`src/els_sync_pkg.sv`:
```
// package: constants, offsets and types shared by the clock sync counter block
package els_sync_pkg;
    // ****************************************
    // widths and frame layout
    // ****************************************
    localparam int COUNT_W = 64;
    localparam int WORD_W = 32;
    localparam logic [3:0] IDX_LAST_HDR = 4'h5;
    localparam logic [3:0] IDX_CMD = 4'h6;
    localparam logic [3:0] IDX_HI = 4'h7;
    localparam logic [3:0] IDX_LO = 4'h8;
    localparam logic [3:0] IDX_CRC = 4'h9;
    localparam logic [3:0] IDX_MAX = 4'hF;
    // ****************************************
    // frame field values
    // ****************************************
    localparam logic [23:0] SERVER_ID = 24'hFF_FFF6;
    localparam logic [7:0] ELS_RCTL = 8'h22;
    localparam logic [7:0] ELS_TYPE = 8'h01;
    localparam logic [7:0] CSU_CODE = 8'h01;
    localparam logic [23:0] CSU_FCTL = 24'h00_0000;
    localparam logic [31:0] CRC_INIT = 32'hFFFF_FFFF;
    localparam logic [31:0] CRC_POLY = 32'h04C1_1DB7;
    // ****************************************
    // register byte offsets
    // ****************************************
    localparam logic [7:0] OFS_CTRL = 8'h00;
    localparam logic [7:0] OFS_STATUS = 8'h04;
    localparam logic [7:0] OFS_COUNT_HI = 8'h08;
    localparam logic [7:0] OFS_COUNT_LO = 8'h0C;
    localparam logic [7:0] OFS_PERIOD = 8'h10;
    localparam logic [7:0] OFS_TICK_DIV = 8'h14;
    localparam logic [7:0] OFS_DEST_ID = 8'h18;
    localparam logic [7:0] OFS_QOS = 8'h1C;
    localparam logic [7:0] OFS_DELAY = 8'h20;
    localparam logic [7:0] OFS_CSU_COUNT = 8'h24;
    // ****************************************
    // control fields
    // ****************************************
    localparam int CTRL_ROLE_LSB = 0;
    localparam int CTRL_EN_BIT = 2;
    localparam int CTRL_OWN_BIT = 3;
    // ****************************************
    // reset values and timing
    // ****************************************
    localparam int CLK_PERIOD_NS = 8;
    localparam int TICK_PERIOD_NS = 1000;
    localparam int TICK_CYCLES = (TICK_PERIOD_NS + CLK_PERIOD_NS - 1) / CLK_PERIOD_NS;
    localparam logic [3:0] CTRL_RESET = 4'h0;
    localparam logic [31:0] PERIOD_RESET = 32'h0000_1000;
    localparam logic [15:0] TICK_DIV_RESET = 16'(TICK_CYCLES - 1);
    localparam logic [23:0] DEST_RESET = 24'hFF_FFFF;
    localparam logic [23:0] QOS_RESET = 24'h00_3F00;
    localparam logic [31:0] DELAY_RESET = 32'h0000_0000;

    typedef enum logic [1:0] {
        ROLE_CLIENT = 2'b00,
        ROLE_FABRIC = 2'b01,
        ROLE_SERVER = 2'b11
    } role_t;

    typedef enum logic {
        GEN_IDLE = 1'b0,
        GEN_SEND = 1'b1
    } gen_state_t;
endpackage

```
`src/els_clock_sync_counter.sv`:
```
// module: clock sync counter for server, fabric and client roles with an AHB-Lite register slave
//
// Added by the designer: register access over AHB-Lite and the address map.
module els_clock_sync_counter (
    input wire logic mclk_in,
    input wire logic resetn_in,
    input wire logic hsel_in,
    input wire logic [31:0] haddr_in,
    input wire logic [1:0] htrans_in,
    input wire logic hwrite_in,
    input wire logic [2:0] hsize_in,
    input wire logic [31:0] hwdata_in,
    input wire logic hready_in,
    output logic [31:0] hrdata_out,
    output logic hreadyout_out,
    output logic hresp_out,
    input wire logic rx_valid_in,
    input wire logic [31:0] rx_data_in,
    input wire logic rx_sof_in,
    input wire logic rx_eof_in,
    output logic tx_valid_out,
    output logic [31:0] tx_data_out,
    output logic tx_sof_out,
    output logic tx_eof_out,
    output logic [63:0] count_out,
    output logic init_capable_out,
    output logic recip_capable_out
);
    // ****************************************
    // functions
    // ****************************************
    function automatic logic [31:0] crc_word(input logic [31:0] crc, input logic [31:0] data);
        logic [31:0] c;
        c = crc;
        for (int i = 31; i >= 0; i--) begin
            c = (c[31] ^ data[i]) ? ((c << 1) ^ els_sync_pkg::CRC_POLY) : (c << 1);
        end
        return c;
    endfunction

    function automatic logic [31:0] server_word(input logic [3:0] idx, input logic [23:0] dest,
                                                input logic [63:0] value);
        logic [31:0] w;
        w = 32'h0000_0000;
        unique case (idx)
            4'h0: w = {els_sync_pkg::ELS_RCTL, dest};
            4'h1: w = {8'h00, els_sync_pkg::SERVER_ID};
            4'h2: w = {els_sync_pkg::ELS_TYPE, els_sync_pkg::CSU_FCTL};
            4'h3: w = 32'h0000_0000;
            4'h4: w = 32'hFFFF_FFFF;
            4'h5: w = 32'h0000_0000;
            4'h6: w = {els_sync_pkg::CSU_CODE, 24'h00_0000};
            4'h7: w = value[63:32];
            4'h8: w = value[31:0];
            default: w = 32'h0000_0000;
        endcase
        return w;
    endfunction

    // ****************************************
    // control registers and bus slave
    // ****************************************
    logic [3:0] ctrl_reg, ctrl_next;
    logic [31:0] period_reg, period_next;
    logic [15:0] div_reg, div_next;
    logic [23:0] dest_reg, dest_next;
    logic [23:0] qos_reg, qos_next;
    logic [31:0] delay_reg, delay_next;
    logic [31:0] csu_cnt_reg, csu_cnt_next;
    logic [31:0] hrdata_reg, hrdata_next;
    logic wr_pend_reg, wr_pend_next;
    logic [7:0] wr_addr_reg, wr_addr_next;
    logic [63:0] count;
    logic tick;
    logic load;
    logic [63:0] load_value;
    logic csu_event;
    logic gen_busy;
    logic rw_busy;
    els_sync_pkg::role_t role;
    logic enable;
    logic own_counter;
    logic addr_phase;

    assign role = els_sync_pkg::role_t'(ctrl_reg[els_sync_pkg::CTRL_ROLE_LSB +: 2]);
    assign enable = ctrl_reg[els_sync_pkg::CTRL_EN_BIT];
    assign own_counter = ctrl_reg[els_sync_pkg::CTRL_OWN_BIT];
    assign addr_phase = hsel_in && htrans_in[1] && hready_in;

    always_comb begin
        ctrl_next = ctrl_reg;
        period_next = period_reg;
        div_next = div_reg;
        dest_next = dest_reg;
        qos_next = qos_reg;
        delay_next = delay_reg;
        csu_cnt_next = csu_event ? csu_cnt_reg + 32'h0000_0001 : csu_cnt_reg;
        hrdata_next = hrdata_reg;
        wr_pend_next = addr_phase && hwrite_in;
        wr_addr_next = addr_phase ? {haddr_in[7:2], 2'b00} : wr_addr_reg;
        if (wr_pend_reg) begin
            unique case (wr_addr_reg)
                els_sync_pkg::OFS_CTRL: ctrl_next = hwdata_in[3:0];
                els_sync_pkg::OFS_PERIOD: period_next = hwdata_in;
                els_sync_pkg::OFS_TICK_DIV: div_next = hwdata_in[15:0];
                els_sync_pkg::OFS_DEST_ID: dest_next = hwdata_in[23:0];
                els_sync_pkg::OFS_QOS: qos_next = hwdata_in[23:0];
                els_sync_pkg::OFS_DELAY: delay_next = hwdata_in;
                default: ;
            endcase
        end
        if (addr_phase && !hwrite_in) begin
            unique case ({haddr_in[7:2], 2'b00})
                els_sync_pkg::OFS_CTRL: hrdata_next = {28'h000_0000, ctrl_reg};
                els_sync_pkg::OFS_STATUS: hrdata_next = {28'h000_0000, recip_capable_out,
                                                         init_capable_out, rw_busy, gen_busy};
                els_sync_pkg::OFS_COUNT_HI: hrdata_next = count[63:32];
                els_sync_pkg::OFS_COUNT_LO: hrdata_next = count[31:0];
                els_sync_pkg::OFS_PERIOD: hrdata_next = period_reg;
                els_sync_pkg::OFS_TICK_DIV: hrdata_next = {16'h0000, div_reg};
                els_sync_pkg::OFS_DEST_ID: hrdata_next = {8'h00, dest_reg};
                els_sync_pkg::OFS_QOS: hrdata_next = {8'h00, qos_reg};
                els_sync_pkg::OFS_DELAY: hrdata_next = delay_reg;
                els_sync_pkg::OFS_CSU_COUNT: hrdata_next = csu_cnt_reg;
                default: hrdata_next = 32'h0000_0000;
            endcase
        end
    end

    always_ff @(posedge mclk_in) begin
        if (!resetn_in) begin
            ctrl_reg <= els_sync_pkg::CTRL_RESET;
            period_reg <= els_sync_pkg::PERIOD_RESET;
            div_reg <= els_sync_pkg::TICK_DIV_RESET;
            dest_reg <= els_sync_pkg::DEST_RESET;
            qos_reg <= els_sync_pkg::QOS_RESET;
            delay_reg <= els_sync_pkg::DELAY_RESET;
            csu_cnt_reg <= 32'h0000_0000;
            hrdata_reg <= 32'h0000_0000;
            wr_pend_reg <= 1'b0;
            wr_addr_reg <= 8'h00;
        end else begin
            ctrl_reg <= ctrl_next;
            period_reg <= period_next;
            div_reg <= div_next;
            dest_reg <= dest_next;
            qos_reg <= qos_next;
            delay_reg <= delay_next;
            csu_cnt_reg <= csu_cnt_next;
            hrdata_reg <= hrdata_next;
            wr_pend_reg <= wr_pend_next;
            wr_addr_reg <= wr_addr_next;
        end
    end

    // zero wait states, always OKAY
    assign hrdata_out = hrdata_reg;
    assign hreadyout_out = 1'b1;
    assign hresp_out = 1'b0;
    assign init_capable_out = enable && (role == els_sync_pkg::ROLE_SERVER);
    assign recip_capable_out = enable && (role == els_sync_pkg::ROLE_FABRIC
                                          || role == els_sync_pkg::ROLE_CLIENT);

    // ****************************************
    // local counter
    // ****************************************
    sync_counter u_counter (
        .mclk_in(mclk_in),
        .resetn_in(resetn_in),
        .enable_in(enable),
        .div_in(div_reg),
        .load_in(load),
        .load_value_in(load_value),
        .count_out(count),
        .tick_out(tick)
    );
    assign count_out = count;

    // ****************************************
    // receive parse and two-stage delay line
    // ****************************************
    // frames must arrive with rx_valid high on every word from sof to eof
    logic [3:0] rx_idx_reg, rx_idx_next;
    logic rx_match_reg, rx_match_next;
    logic [31:0] rx_hi_reg, rx_hi_next;
    logic [31:0] d_data_reg [0:1];
    logic [31:0] d_data_next [0:1];
    logic [1:0] d_valid_reg, d_valid_next;
    logic [1:0] d_sof_reg, d_sof_next;
    logic [1:0] d_eof_reg, d_eof_next;
    logic [3:0] cur_idx;
    logic csu_done;

    always_comb begin
        cur_idx = rx_sof_in ? 4'h0 : ((rx_idx_reg == els_sync_pkg::IDX_MAX) ? rx_idx_reg : rx_idx_reg + 4'h1);
        rx_idx_next = rx_valid_in ? cur_idx : rx_idx_reg;
        rx_match_next = rx_match_reg;
        rx_hi_next = rx_hi_reg;
        if (rx_valid_in) begin
            if (cur_idx == 4'h0) begin
                rx_match_next = (rx_data_in[31:24] == els_sync_pkg::ELS_RCTL);
            end else if (cur_idx == els_sync_pkg::IDX_CMD) begin
                rx_match_next = rx_match_reg && (rx_data_in[31:24] == els_sync_pkg::CSU_CODE);
            end else if (cur_idx == els_sync_pkg::IDX_HI) begin
                rx_hi_next = rx_data_in;
            end
        end
        d_data_next[0] = rx_data_in;
        d_data_next[1] = d_data_reg[0];
        d_valid_next = {d_valid_reg[0], rx_valid_in};
        d_sof_next = {d_sof_reg[0], rx_valid_in && rx_sof_in};
        d_eof_next = {d_eof_reg[0], rx_valid_in && rx_eof_in};
    end

    // a complete CSU: matching header and command, eof exactly on the crc word
    assign csu_done = rx_valid_in && rx_eof_in && rx_match_reg && (cur_idx == els_sync_pkg::IDX_CRC)
                      && role != els_sync_pkg::ROLE_SERVER && enable;
    // destination is not checked, so a client, or a fabric with its own-counter bit set, takes every CSU
    assign load = csu_done && (role != els_sync_pkg::ROLE_FABRIC || own_counter);
    assign load_value = (role == els_sync_pkg::ROLE_FABRIC) ? {rx_hi_reg, d_data_reg[0]}
                      : {rx_hi_reg, d_data_reg[0]} + {32'h0000_0000, delay_reg};

    always_ff @(posedge mclk_in) begin
        if (!resetn_in) begin
            rx_idx_reg <= els_sync_pkg::IDX_MAX;
            rx_match_reg <= 1'b0;
            rx_hi_reg <= 32'h0000_0000;
            d_data_reg[0] <= 32'h0000_0000;
            d_data_reg[1] <= 32'h0000_0000;
            d_valid_reg <= 2'b00;
            d_sof_reg <= 2'b00;
            d_eof_reg <= 2'b00;
        end else begin
            rx_idx_reg <= rx_idx_next;
            rx_match_reg <= rx_match_next;
            rx_hi_reg <= rx_hi_next;
            d_data_reg[0] <= d_data_next[0];
            d_data_reg[1] <= d_data_next[1];
            d_valid_reg <= d_valid_next;
            d_sof_reg <= d_sof_next;
            d_eof_reg <= d_eof_next;
        end
    end

    // ****************************************
    // server generator and transmit path
    // ****************************************
    els_sync_pkg::gen_state_t gen_state_reg, gen_state_next;
    logic [31:0] period_cnt_reg, period_cnt_next;
    logic [3:0] gen_idx_reg, gen_idx_next;
    logic [63:0] snap_reg, snap_next;
    logic [1:0] rw_pos_reg, rw_pos_next;
    logic [31:0] crc_reg, crc_next;
    logic tx_valid_reg, tx_valid_next;
    logic [31:0] tx_data_reg, tx_data_next;
    logic tx_sof_reg, tx_sof_next;
    logic tx_eof_reg, tx_eof_next;
    logic [31:0] word;

    assign gen_busy = (gen_state_reg == els_sync_pkg::GEN_SEND);
    assign rw_busy = (rw_pos_reg != 2'b00);
    assign csu_event = csu_done || (gen_busy && gen_idx_reg == els_sync_pkg::IDX_CRC);

    always_comb begin
        gen_state_next = gen_state_reg;
        period_cnt_next = period_cnt_reg;
        gen_idx_next = gen_idx_reg;
        snap_next = snap_reg;
        rw_pos_next = rw_pos_reg;
        crc_next = crc_reg;
        tx_valid_next = 1'b0;
        tx_data_next = tx_data_reg;
        tx_sof_next = 1'b0;
        tx_eof_next = 1'b0;
        word = 32'h0000_0000;
        if (role == els_sync_pkg::ROLE_SERVER) begin
            // period counts local ticks, so the update period follows the tick divider
            if (enable && tick && !gen_busy) begin
                period_cnt_next = (period_cnt_reg >= period_reg) ? 32'h0000_0000 : period_cnt_reg + 32'h0000_0001;
            end
            unique case (gen_state_reg)
                els_sync_pkg::GEN_IDLE: begin
                    if (enable && tick && period_cnt_reg >= period_reg) begin
                        gen_state_next = els_sync_pkg::GEN_SEND;
                        gen_idx_next = 4'h0;
                        snap_next = count;
                    end
                end
                els_sync_pkg::GEN_SEND: begin
                    if (gen_idx_reg == els_sync_pkg::IDX_CRC) begin
                        word = ~crc_reg;
                        gen_state_next = els_sync_pkg::GEN_IDLE;
                    end else begin
                        word = server_word(gen_idx_reg, dest_reg, snap_reg);
                        crc_next = crc_word((gen_idx_reg == 4'h0) ? els_sync_pkg::CRC_INIT : crc_reg, word);
                        gen_idx_next = gen_idx_reg + 4'h1;
                    end
                    tx_valid_next = 1'b1;
                    tx_data_next = word;
                    tx_sof_next = (gen_idx_reg == 4'h0);
                    tx_eof_next = (gen_idx_reg == els_sync_pkg::IDX_CRC);
                end
            endcase
        end else begin
            gen_state_next = els_sync_pkg::GEN_IDLE;
            period_cnt_next = 32'h0000_0000;
            // every word is forwarded unchanged unless a rewrite is under way
            word = d_data_reg[1];
            if (csu_done && role == els_sync_pkg::ROLE_FABRIC && own_counter) begin
                // counter is loaded on this same edge, so the fresh payload is the value it takes
                snap_next = load_value;
                word = load_value[63:32];
                rw_pos_next = 2'b01;
            end else if (rw_pos_reg == 2'b01) begin
                word = snap_reg[31:0];
                rw_pos_next = 2'b10;
            end else if (rw_pos_reg == 2'b10) begin
                word = ~crc_reg;
                rw_pos_next = 2'b00;
            end
            if (d_valid_reg[1]) begin
                crc_next = crc_word(d_sof_reg[1] ? els_sync_pkg::CRC_INIT : crc_reg, word);
            end
            tx_valid_next = d_valid_reg[1];
            tx_data_next = word;
            tx_sof_next = d_sof_reg[1];
            tx_eof_next = d_eof_reg[1];
        end
    end

    always_ff @(posedge mclk_in) begin
        if (!resetn_in) begin
            gen_state_reg <= els_sync_pkg::GEN_IDLE;
            period_cnt_reg <= 32'h0000_0000;
            gen_idx_reg <= 4'h0;
            snap_reg <= 64'h0000_0000_0000_0000;
            rw_pos_reg <= 2'b00;
            crc_reg <= els_sync_pkg::CRC_INIT;
            tx_valid_reg <= 1'b0;
            tx_data_reg <= 32'h0000_0000;
            tx_sof_reg <= 1'b0;
            tx_eof_reg <= 1'b0;
        end else begin
            gen_state_reg <= gen_state_next;
            period_cnt_reg <= period_cnt_next;
            gen_idx_reg <= gen_idx_next;
            snap_reg <= snap_next;
            rw_pos_reg <= rw_pos_next;
            crc_reg <= crc_next;
            tx_valid_reg <= tx_valid_next;
            tx_data_reg <= tx_data_next;
            tx_sof_reg <= tx_sof_next;
            tx_eof_reg <= tx_eof_next;
        end
    end

    assign tx_valid_out = tx_valid_reg;
    assign tx_data_out = tx_data_reg;
    assign tx_sof_out = tx_sof_reg;
    assign tx_eof_out = tx_eof_reg;
endmodule

```
`src/sync_counter.sv`:
```
// module: local time base divider and n-bit loadable wrapping counter
module sync_counter (
    input wire logic mclk_in,
    input wire logic resetn_in,
    input wire logic enable_in,
    input wire logic [15:0] div_in,
    input wire logic load_in,
    input wire logic [els_sync_pkg::COUNT_W-1:0] load_value_in,
    output logic [els_sync_pkg::COUNT_W-1:0] count_out,
    output logic tick_out
);
    logic [15:0] div_reg;
    logic [15:0] div_next;
    logic [els_sync_pkg::COUNT_W-1:0] count_reg;
    logic [els_sync_pkg::COUNT_W-1:0] count_next;
    logic tick_reg;
    logic tick_next;

    always_comb begin
        div_next = div_reg;
        tick_next = 1'b0;
        count_next = count_reg;
        if (enable_in) begin
            if (div_reg >= div_in) begin
                div_next = 16'h0000;
                tick_next = 1'b1;
            end else begin
                div_next = div_reg + 16'h0001;
            end
        end else begin
            div_next = 16'h0000;
        end
        // a load wins over the tick of the same cycle
        if (load_in) begin
            count_next = load_value_in;
        end else if (tick_reg) begin
            count_next = count_reg + 64'h0000_0000_0000_0001;
        end
    end

    always_ff @(posedge mclk_in) begin
        if (!resetn_in) begin
            div_reg <= 16'h0000;
            tick_reg <= 1'b0;
            count_reg <= 64'h0000_0000_0000_0000;
        end else begin
            div_reg <= div_next;
            tick_reg <= tick_next;
            count_reg <= count_next;
        end
    end

    assign count_out = count_reg;
    assign tick_out = tick_reg;
endmodule

```
`config.mk`:
```
export PLATFORM = sky130hd
export DESIGN_NAME = els_clock_sync_counter
export DESIGN_NICKNAME = d
export VERILOG_FILES = /design/src/els_sync_pkg.sv /design/src/els_clock_sync_counter.sv /design/src/sync_counter.sv
export SDC_FILE = /design/constraint.sdc
export NUM_CORES = 2
export LEC_CHECK = 0
export ABC_AREA = 0
export BUFFER_PORTS_ARGS = -buffer_cell sky130_fd_sc_hd__buf_2
export CORE_MARGIN = 1
export CORE_UTILIZATION = 35
export CTS_BUF_LIST = sky130_fd_sc_hd__clkbuf_8
export CTS_CLUSTER_DIAMETER = 80
export DETAILED_ROUTE_END_ITERATION = 6
export PLACE_DENSITY_LB_ADDON = 0.12
export SYNTH_ARGS = -nofsm -noshare
export SYNTH_HDL_FRONTEND = slang
export SYNTH_SLANG_ARGS = --single-unit
```
`constraint.sdc`:
```
create_clock -name mclk_in -period 7.4 [get_ports mclk_in]
set_clock_uncertainty 0.15 [all_clocks]
set_input_delay 0.37 -clock mclk_in [delete_from_list [all_inputs] [get_ports mclk_in]]
set_output_delay 0.37 -clock mclk_in [all_outputs]
set_load 0.02 [all_outputs]
```
Word-level counts from Yosys, hierarchy flattened
Memories as Yosys holds them, arrays and structs flattened.
Index checks and enable logic that the tools add are counted.
Cells by class
  equality and inequality tests: 39
  multiplexer cells: 114
  multiply operators: 0
  shifts and indexed selects: 0
  div/mod/pow operators: 0
  add/sub/neg operators: 7
  bitwise logic cells: 137
  magnitude comparators: 2
  reduce and logical (&&, ||, !) cells: 52
Operators by type and width (count)
  27-bit 2-to-1 mux: 64
  14-bit inverter: 64
  32-bit 2-to-1 mux: 19
  64-bit 2-to-1 mux: 7
  32-bit one-hot mux with 10 select lines: 1
  32-bit one-hot mux with 6 select lines: 1
  32-bit by 1-bit adder with 32-bit output, second input constant: 2
  64-bit by 1-bit adder with 64-bit output, second input constant: 1
  64-bit by 32-bit adder with 64-bit output: 1
  1-bit bitwise XOR: 64
  6-bit by 3-bit equality test with 1-bit output, second input constant: 8
  32-bit greater-or-equal comparator: 1
  32-bit inverter: 1
  4-bit by 3-bit equality test with 1-bit output, second input constant: 5
  1-bit logical AND: 20
  2-bit AND reduction: 10
  6-bit by 4-bit equality test with 1-bit output, second input constant: 3
  16-bit by 1-bit adder with 16-bit output, second input constant: 1
  4-bit equality test, second input constant: 4
  16-bit greater-or-equal comparator: 1
  4-bit 2-to-1 mux: 4
  1-bit 2-to-1 mux: 13
  6-bit by 2-bit equality test with 1-bit output, second input constant: 2
  2-bit != test, second input constant: 6
  26 further kinds: 48
Storage, ports and cells
  register bits after elaboration: 497
  memory bits (writable): 64
  word-level logic and storage cells: 381
  bits in read-only memories: 0
  output and inout port bits: 135
  latch bits: 0
  memories: 1
  input port bits: 109
Memories
  d_data_reg: words 2, width 32, read ports 2, clocked after memory_dff 0, wr ports 2, line els_clock_sync_counter.sv:186  | logic [31:0] d_data_reg [0:1];

Longest topological paths before layout
  depth after elaboration: 77
  depth in mapped cells: 23
  mapped depth without buffers: 19

By module
From an unflattened synthesis, not the netlist that was laid out.
Second synthesis, totals
  cells, all modules: 4660
  area total of the unflattened synthesis: 37543.5 um^2
Modules (own cells, without submodules)
  els_clock_sync_counter: instances 1, area an instance 32852.8 um^2, cells an instance 4084, seq. area each 9609.2 um^2
  sync_counter: instances 1, area an instance 4690.7 um^2, cells an instance 576, seq. area each 1621.6 um^2

Least setup slack after synthesis
Ideal clock, no wire load.
  kind: register -> register
  start: register ctrl_reg[0]
  end: register crc_reg[23]
  library setup time: 120 ps
  period minus slack after synthesis: 5946 ps
  arrival time: 5676 ps
  required time: 7130 ps
  cell stages (with the launch flop): 20
  slack: 1454 ps
  buffers on the path: 3
  path through: dfxtp_1 -> buf_2 -> and2_1 -> clkbuf_1 -> or4b_1 -> nor4b_2 -> buf_4 -> mux2i_1 -> xor2_1 -> xnor3_2 -> xnor2_4 -> xor2_2 -> xnor2_2 -> xnor2_2 -> xnor2_1 -> xor2_1 -> xor3_1 -> xnor2_1 -> a21oi_1 -> a211o_1
On the way
  longest elaborated chain between the ends: 50
  elaborated cells between the ends (all ways): 99
  those cells by class: eq/ne (5); mux (37); bitwise (51); reduce/logical (6)
RTL lines
  from (decl): line els_clock_sync_counter.sv:63  | logic [3:0] ctrl_reg, ctrl_next;
  from (signal assigned): line els_clock_sync_counter.sv:132  | ctrl_reg <= els_sync_pkg::CTRL_RESET;
  from (signal assigned): line els_clock_sync_counter.sv:143  | ctrl_reg <= ctrl_next;
  2-bit != test: line els_clock_sync_counter.sv:217  | && role != els_sync_pkg::ROLE_SERVER && enable;
  1-bit logical AND (2 in series): line els_clock_sync_counter.sv:217
  1-bit logical AND (2 in series): line els_clock_sync_counter.sv:309  | if (csu_done && role == els_sync_pkg::ROLE_FABRIC && own_counter) begin
  32-bit 2-to-1 mux: line els_clock_sync_counter.sv:309
  32-bit 2-to-1 mux: line els_clock_sync_counter.sv:276  | if (role == els_sync_pkg::ROLE_SERVER) begin
  1-bit bitwise XOR: line els_clock_sync_counter.sv:36  | c = (c[31] ^ data[i]) ? ((c << 1) ^ els_sync_pkg::CRC_POLY) : (c << 1);
  27-bit 2-to-1 mux: line els_clock_sync_counter.sv:36
  27-bit 2-to-1 mux / 14-bit inverter (equally long branches) (2 in series)
  [... 31 more ...]
  27-bit 2-to-1 mux / 14-bit inverter (equally long branches)
  27-bit 2-to-1 mux: line els_clock_sync_counter.sv:36
  14-bit inverter (no line) / 1-bit bitwise XOR (equally long branches)
  27-bit 2-to-1 mux: line els_clock_sync_counter.sv:36
  14-bit inverter (no line) / 1-bit bitwise XOR (equally long branches)
  27-bit 2-to-1 mux: line els_clock_sync_counter.sv:36
  32-bit 2-to-1 mux: line els_clock_sync_counter.sv:321  | if (d_valid_reg[1]) begin
  32-bit 2-to-1 mux: line els_clock_sync_counter.sv:276
  to (signal assigned): line els_clock_sync_counter.sv:338  | crc_reg <= els_sync_pkg::CRC_INIT;
  to (signal assigned): line els_clock_sync_counter.sv:349  | crc_reg <= crc_next;
  to (decl): line els_clock_sync_counter.sv:253  | logic [31:0] crc_reg, crc_next;
Several ways; a longest one is shown, not always the timed one. The select of a mux whose other input is x is not followed.
A chain may end at the register's enable or synchronous reset.

Final worst setup path
  start: register gen_idx_reg[0]
  end: register crc_reg[23]
On the way
  longest elaborated chain between the ends: 50
  elaborated cells between the ends (all ways): 103
  those cells by class: eq/ne (8); mux (40); bitwise (52); reduce/logical (3)
RTL lines
  from (decl): line els_clock_sync_counter.sv:250  | logic [3:0] gen_idx_reg, gen_idx_next;
  from (signal assigned): line els_clock_sync_counter.sv:346  | gen_idx_reg <= gen_idx_next;
  4-bit by 3-bit equality test with 1-bit output / 4-bit by 2-bit equality test with 1-bit output (equally long branches): line els_clock_sync_counter.sv:45  | unique case (idx)
  2-bit OR reduction (no line)
  32-bit one-hot mux with 6 select lines: line els_clock_sync_counter.sv:45
  32-bit 2-to-1 mux: line els_clock_sync_counter.sv:290  | if (gen_idx_reg == els_sync_pkg::IDX_CRC) begin
  32-bit 2-to-1 mux: line els_clock_sync_counter.sv:281  | unique case (gen_state_reg)
  32-bit 2-to-1 mux: line els_clock_sync_counter.sv:276
  1-bit bitwise XOR: line els_clock_sync_counter.sv:36
  27-bit 2-to-1 mux: line els_clock_sync_counter.sv:36
  [... 34 more ...]
  27-bit 2-to-1 mux: line els_clock_sync_counter.sv:36
  14-bit inverter (no line) / 1-bit bitwise XOR (equally long branches)
  27-bit 2-to-1 mux: line els_clock_sync_counter.sv:36
  14-bit inverter (no line) / 1-bit bitwise XOR (equally long branches)
  27-bit 2-to-1 mux: line els_clock_sync_counter.sv:36
  32-bit 2-to-1 mux: line els_clock_sync_counter.sv:290
  32-bit 2-to-1 mux: line els_clock_sync_counter.sv:281
  32-bit 2-to-1 mux: line els_clock_sync_counter.sv:276
Several ways; a longest one is shown, not always the timed one. The select of a mux whose other input is x is not followed.

==> impl_metrics.toml <==
[min_path]
holdCritStartpoint = "htrans_in[1]"
min_path_type = "input pin to flip-flop"

[logic_synthesis]
seq_area_frac_synth_pct = 30.8
synthArstFlopShare_pct = 0
syn_nets = 4707
syn_area_mm2 = 0.0365
ys.flop_type = "dfxtp_1"
yosys_warnings = 0
ys_types = 87
synth_edf_count = 0
syn_inst = 4508
syn_avg_cell_area_um2 = 8.10
ys_seq_elements = 561

[worst_setup_path]
cp.arrival_ns = 7.34
worstSetupStartpointType = "flip-flop"
max_stage_delay_ns = 0.67
path_cells = "inv_1 > ha_1 > buf_4 > mux2i_1 > o221ai_1 > xor2_1 > xnor2_2 > xnor3_1 > xnor2_1 > xor2_1 > xnor3_1 > xor2_1 > xnor3_1 > xor2_2 > xnor2_1 > xnor2_1 > o21ai_0 > a21oi_1 > a211o_1"
crit_type = "flip-flop to flip-flop"
cpMaxStageDelayCell = "xnor3_1"
cp_top_family = "XOR/XNOR gates"
crit_path_end_kind = "flip-flop"
crit_start = "gen_idx_reg[0]"
reg2reg_from = "gen_idx_reg[0]"
cp_num_buf_inv = 2
crit_fanout = 16
worstPathRequired_ns = 7.90

[timing]
setup_tns_ns = 0
slew_headroom_pct = 19.1
finalCritPeriodShare_pct = 92.5
fin_crit_ns = 6.84
fmax_mhz = 146
finalSetupViolCount = 0
drv_slew = 0
finalHoldViolCount = 0
holdWs_ns = 0.119
rsz0062_at_grt = "no"
worst_slew_pin_slew_ns = 1.21

[final_layout]
area_delta_synth_final_pct = 15.0
utilization_pct = 40.6
fin_nets = 4916
instances_no_fill = 6168
drive_above_1_share_pct = 11.6

[run_status]
status = "complete, no violations"

[cts]
clock_sinks = 561
cts_resized = 0
h-tree-depth = 3
cts_buffers = 105
clock_latency_ns = 0.83
cts_buffer_depth = 3
cts_tree = "yes"
cts-root-buf = "clkbuf_8"
cts.clk_slew.worst_paths_ns = 0.06

[detailed_routing]
vias = 34200
viasPerCell = 5.55
wl_um = 165000
post_drt_wl_per_cell_um = 26.8
drtIter0Drc = 3620
antenna_left = 0
drc_errors = 0
dr.pass1.iters = 7

[global_routing]
track_usage_pct = 30.4
antenna_found_initial = 13
grt_max_degree = 112
gr-total-overflow = 0
grt_pass1_vias = 32000
grt_pass1_wl_um = 235000

[job]
cap_violations = 0

[placed_design]
dp_hpwl_um = 126000
gp_congestion = 0.951
portBuffers = 211
post-place-cells = 5890

[floorplan]
core_mm2 = 0.103
die_y_um = 325
start_util_pct = 35.3
row_count = 118
die_w_um = 325
ios = 244
dieArea_mm2 = 0.106

[pwr]
leakagePower_nw = 16.3
ir_worst_vdd_mv = 1.66
p_per_area_mw_per_mm2 = 518
timing repair:
| item | 4_1_cts | 5_1_grt |
|---|---|---|
| endpoints found under the hold margin | 218 | 0 |
| buffers inserted | 0 | 0 |
| hold buffers | 100 | 0 |
power breakdown:
group | total, mW | switching, mW | internal [mW]
clock network | 3.08 | 1.49 | 1.59
registers | 3.23 | 0.133 | 3.10
logic | 15.4 | 8.47 | 6.95
cell type report:
cell class | count | area, µm²
Fill cell | 10800 | 61500
Inverter | 80 | 308
Clock buffer | 120 | 1650
Clock inverter | 54 | 390
Tap cell | 1380 | 1730
Multi-Input combinational cell | 3555 | 23800
Antenna cell | 4 | 10.0
Timing Repair Buffer | 414 | 2850
Sequential cell | 561 | 11200
logic make-up after synthesis:
| logic type | count (synthesis) | share of synthesized area, % |
|---|---|---|
| multiplexers | 136 | 4.39 |
| AO/OA/AOI/OAI | 1059 | 18.2 |
| AND/OR/NAND/NOR | 1502 | 18.5 |
| adder cells (fa/ha/maj) | 90 | 3.10 |
| XOR/XNOR | 766 | 20.8 |
| flip-flops | 561 | 30.8 |
| other | 2 | 0.0206 |
| buffers and inverters | 392 | 4.16 |
cells in the final DEF (no fill, tap or decap), types with 49 or more instances in the layout:
cell type,netlist,final
a21oi_1,428,428
and3_1,50,49
o2111ai_1,57,57
nand3_1,104,104
dfxtp_1,561,558
ha_1,89,89
buf_4,5,104
mux2i_1,99,99
xnor2_1,475,475
nand2_1,576,574
o21ai_0,175,175
inv_1,79,115
a211oi_1,182,182
dlygate4sd3_1,0,100
clkbuf_8,0,120
xor2_1,218,218
buf_2,23,209
and2_1,82,81
nand4_1,49,49
nor2b_1,69,67
nor2_1,441,441
final timing paths:
path | endpoint | slack, ns | cells past startpoint
worst max-delay path | crc_reg[23] | 0.56 | 19
worst min-delay path | wr_addr_reg[2] | 0.12 | 4
worst max register to register | crc_reg[23] | 0.56 | 19
worst min register to register | d_valid_reg[1] | 0.28 | 1
worst min-delay path, stage by stage:
cell and delay (ns):
buf_2 0.09, nand3_1 0.37, mux2i_1 0.13, nor2_1 0.07
layer usage:
| metal | share of wire, % | track usage [%] | vias to the layer above |
|---|---|---|---|
| li1 | - | - | 16000 |
| met1 | 44 | 41.2 | 16400 |
| met2 | 44 | 46.6 | 1399 |
| met4 | 5.5 | 15.4 | 6 |
| met3 | 7.0 | 4.62 | 322 |
| met5 | 0.021 | 0 | - |
through the flow:
step	area, µm²	worst slack (ns)	power, mW
after floorplan	36500	1.45	13.9
after global placement	39000	0.759	17.6
after detailed placement	39000	0.623	17.6
after CTS	42000	0.534	20.8
after global routing	42000	0.121	23.0
final	42000	0.558	21.7
cells in the mapped netlist (49+ instances only):
cell type  number  share of area, %
dfxtp_1       561                31
nor2_1        441               4.5
nand4_1        49              0.84
mux2i_1        99               2.7
and2_1         82               1.4
xor2_1        218               5.2
nand2_1       576               5.9
and3_1         50              0.86
o2111ai_1      57               1.4
nand3_1       104               1.4
ha_1           89               3.0
a211oi_1      182               3.7
nor2b_1        69               1.2
o21ai_0       175               2.4
a21oi_1       428               5.9
clkbuf_1      252               2.6
inv_1          79              0.81
xnor2_1       475                11
Power figures use the tool's default switching activity.
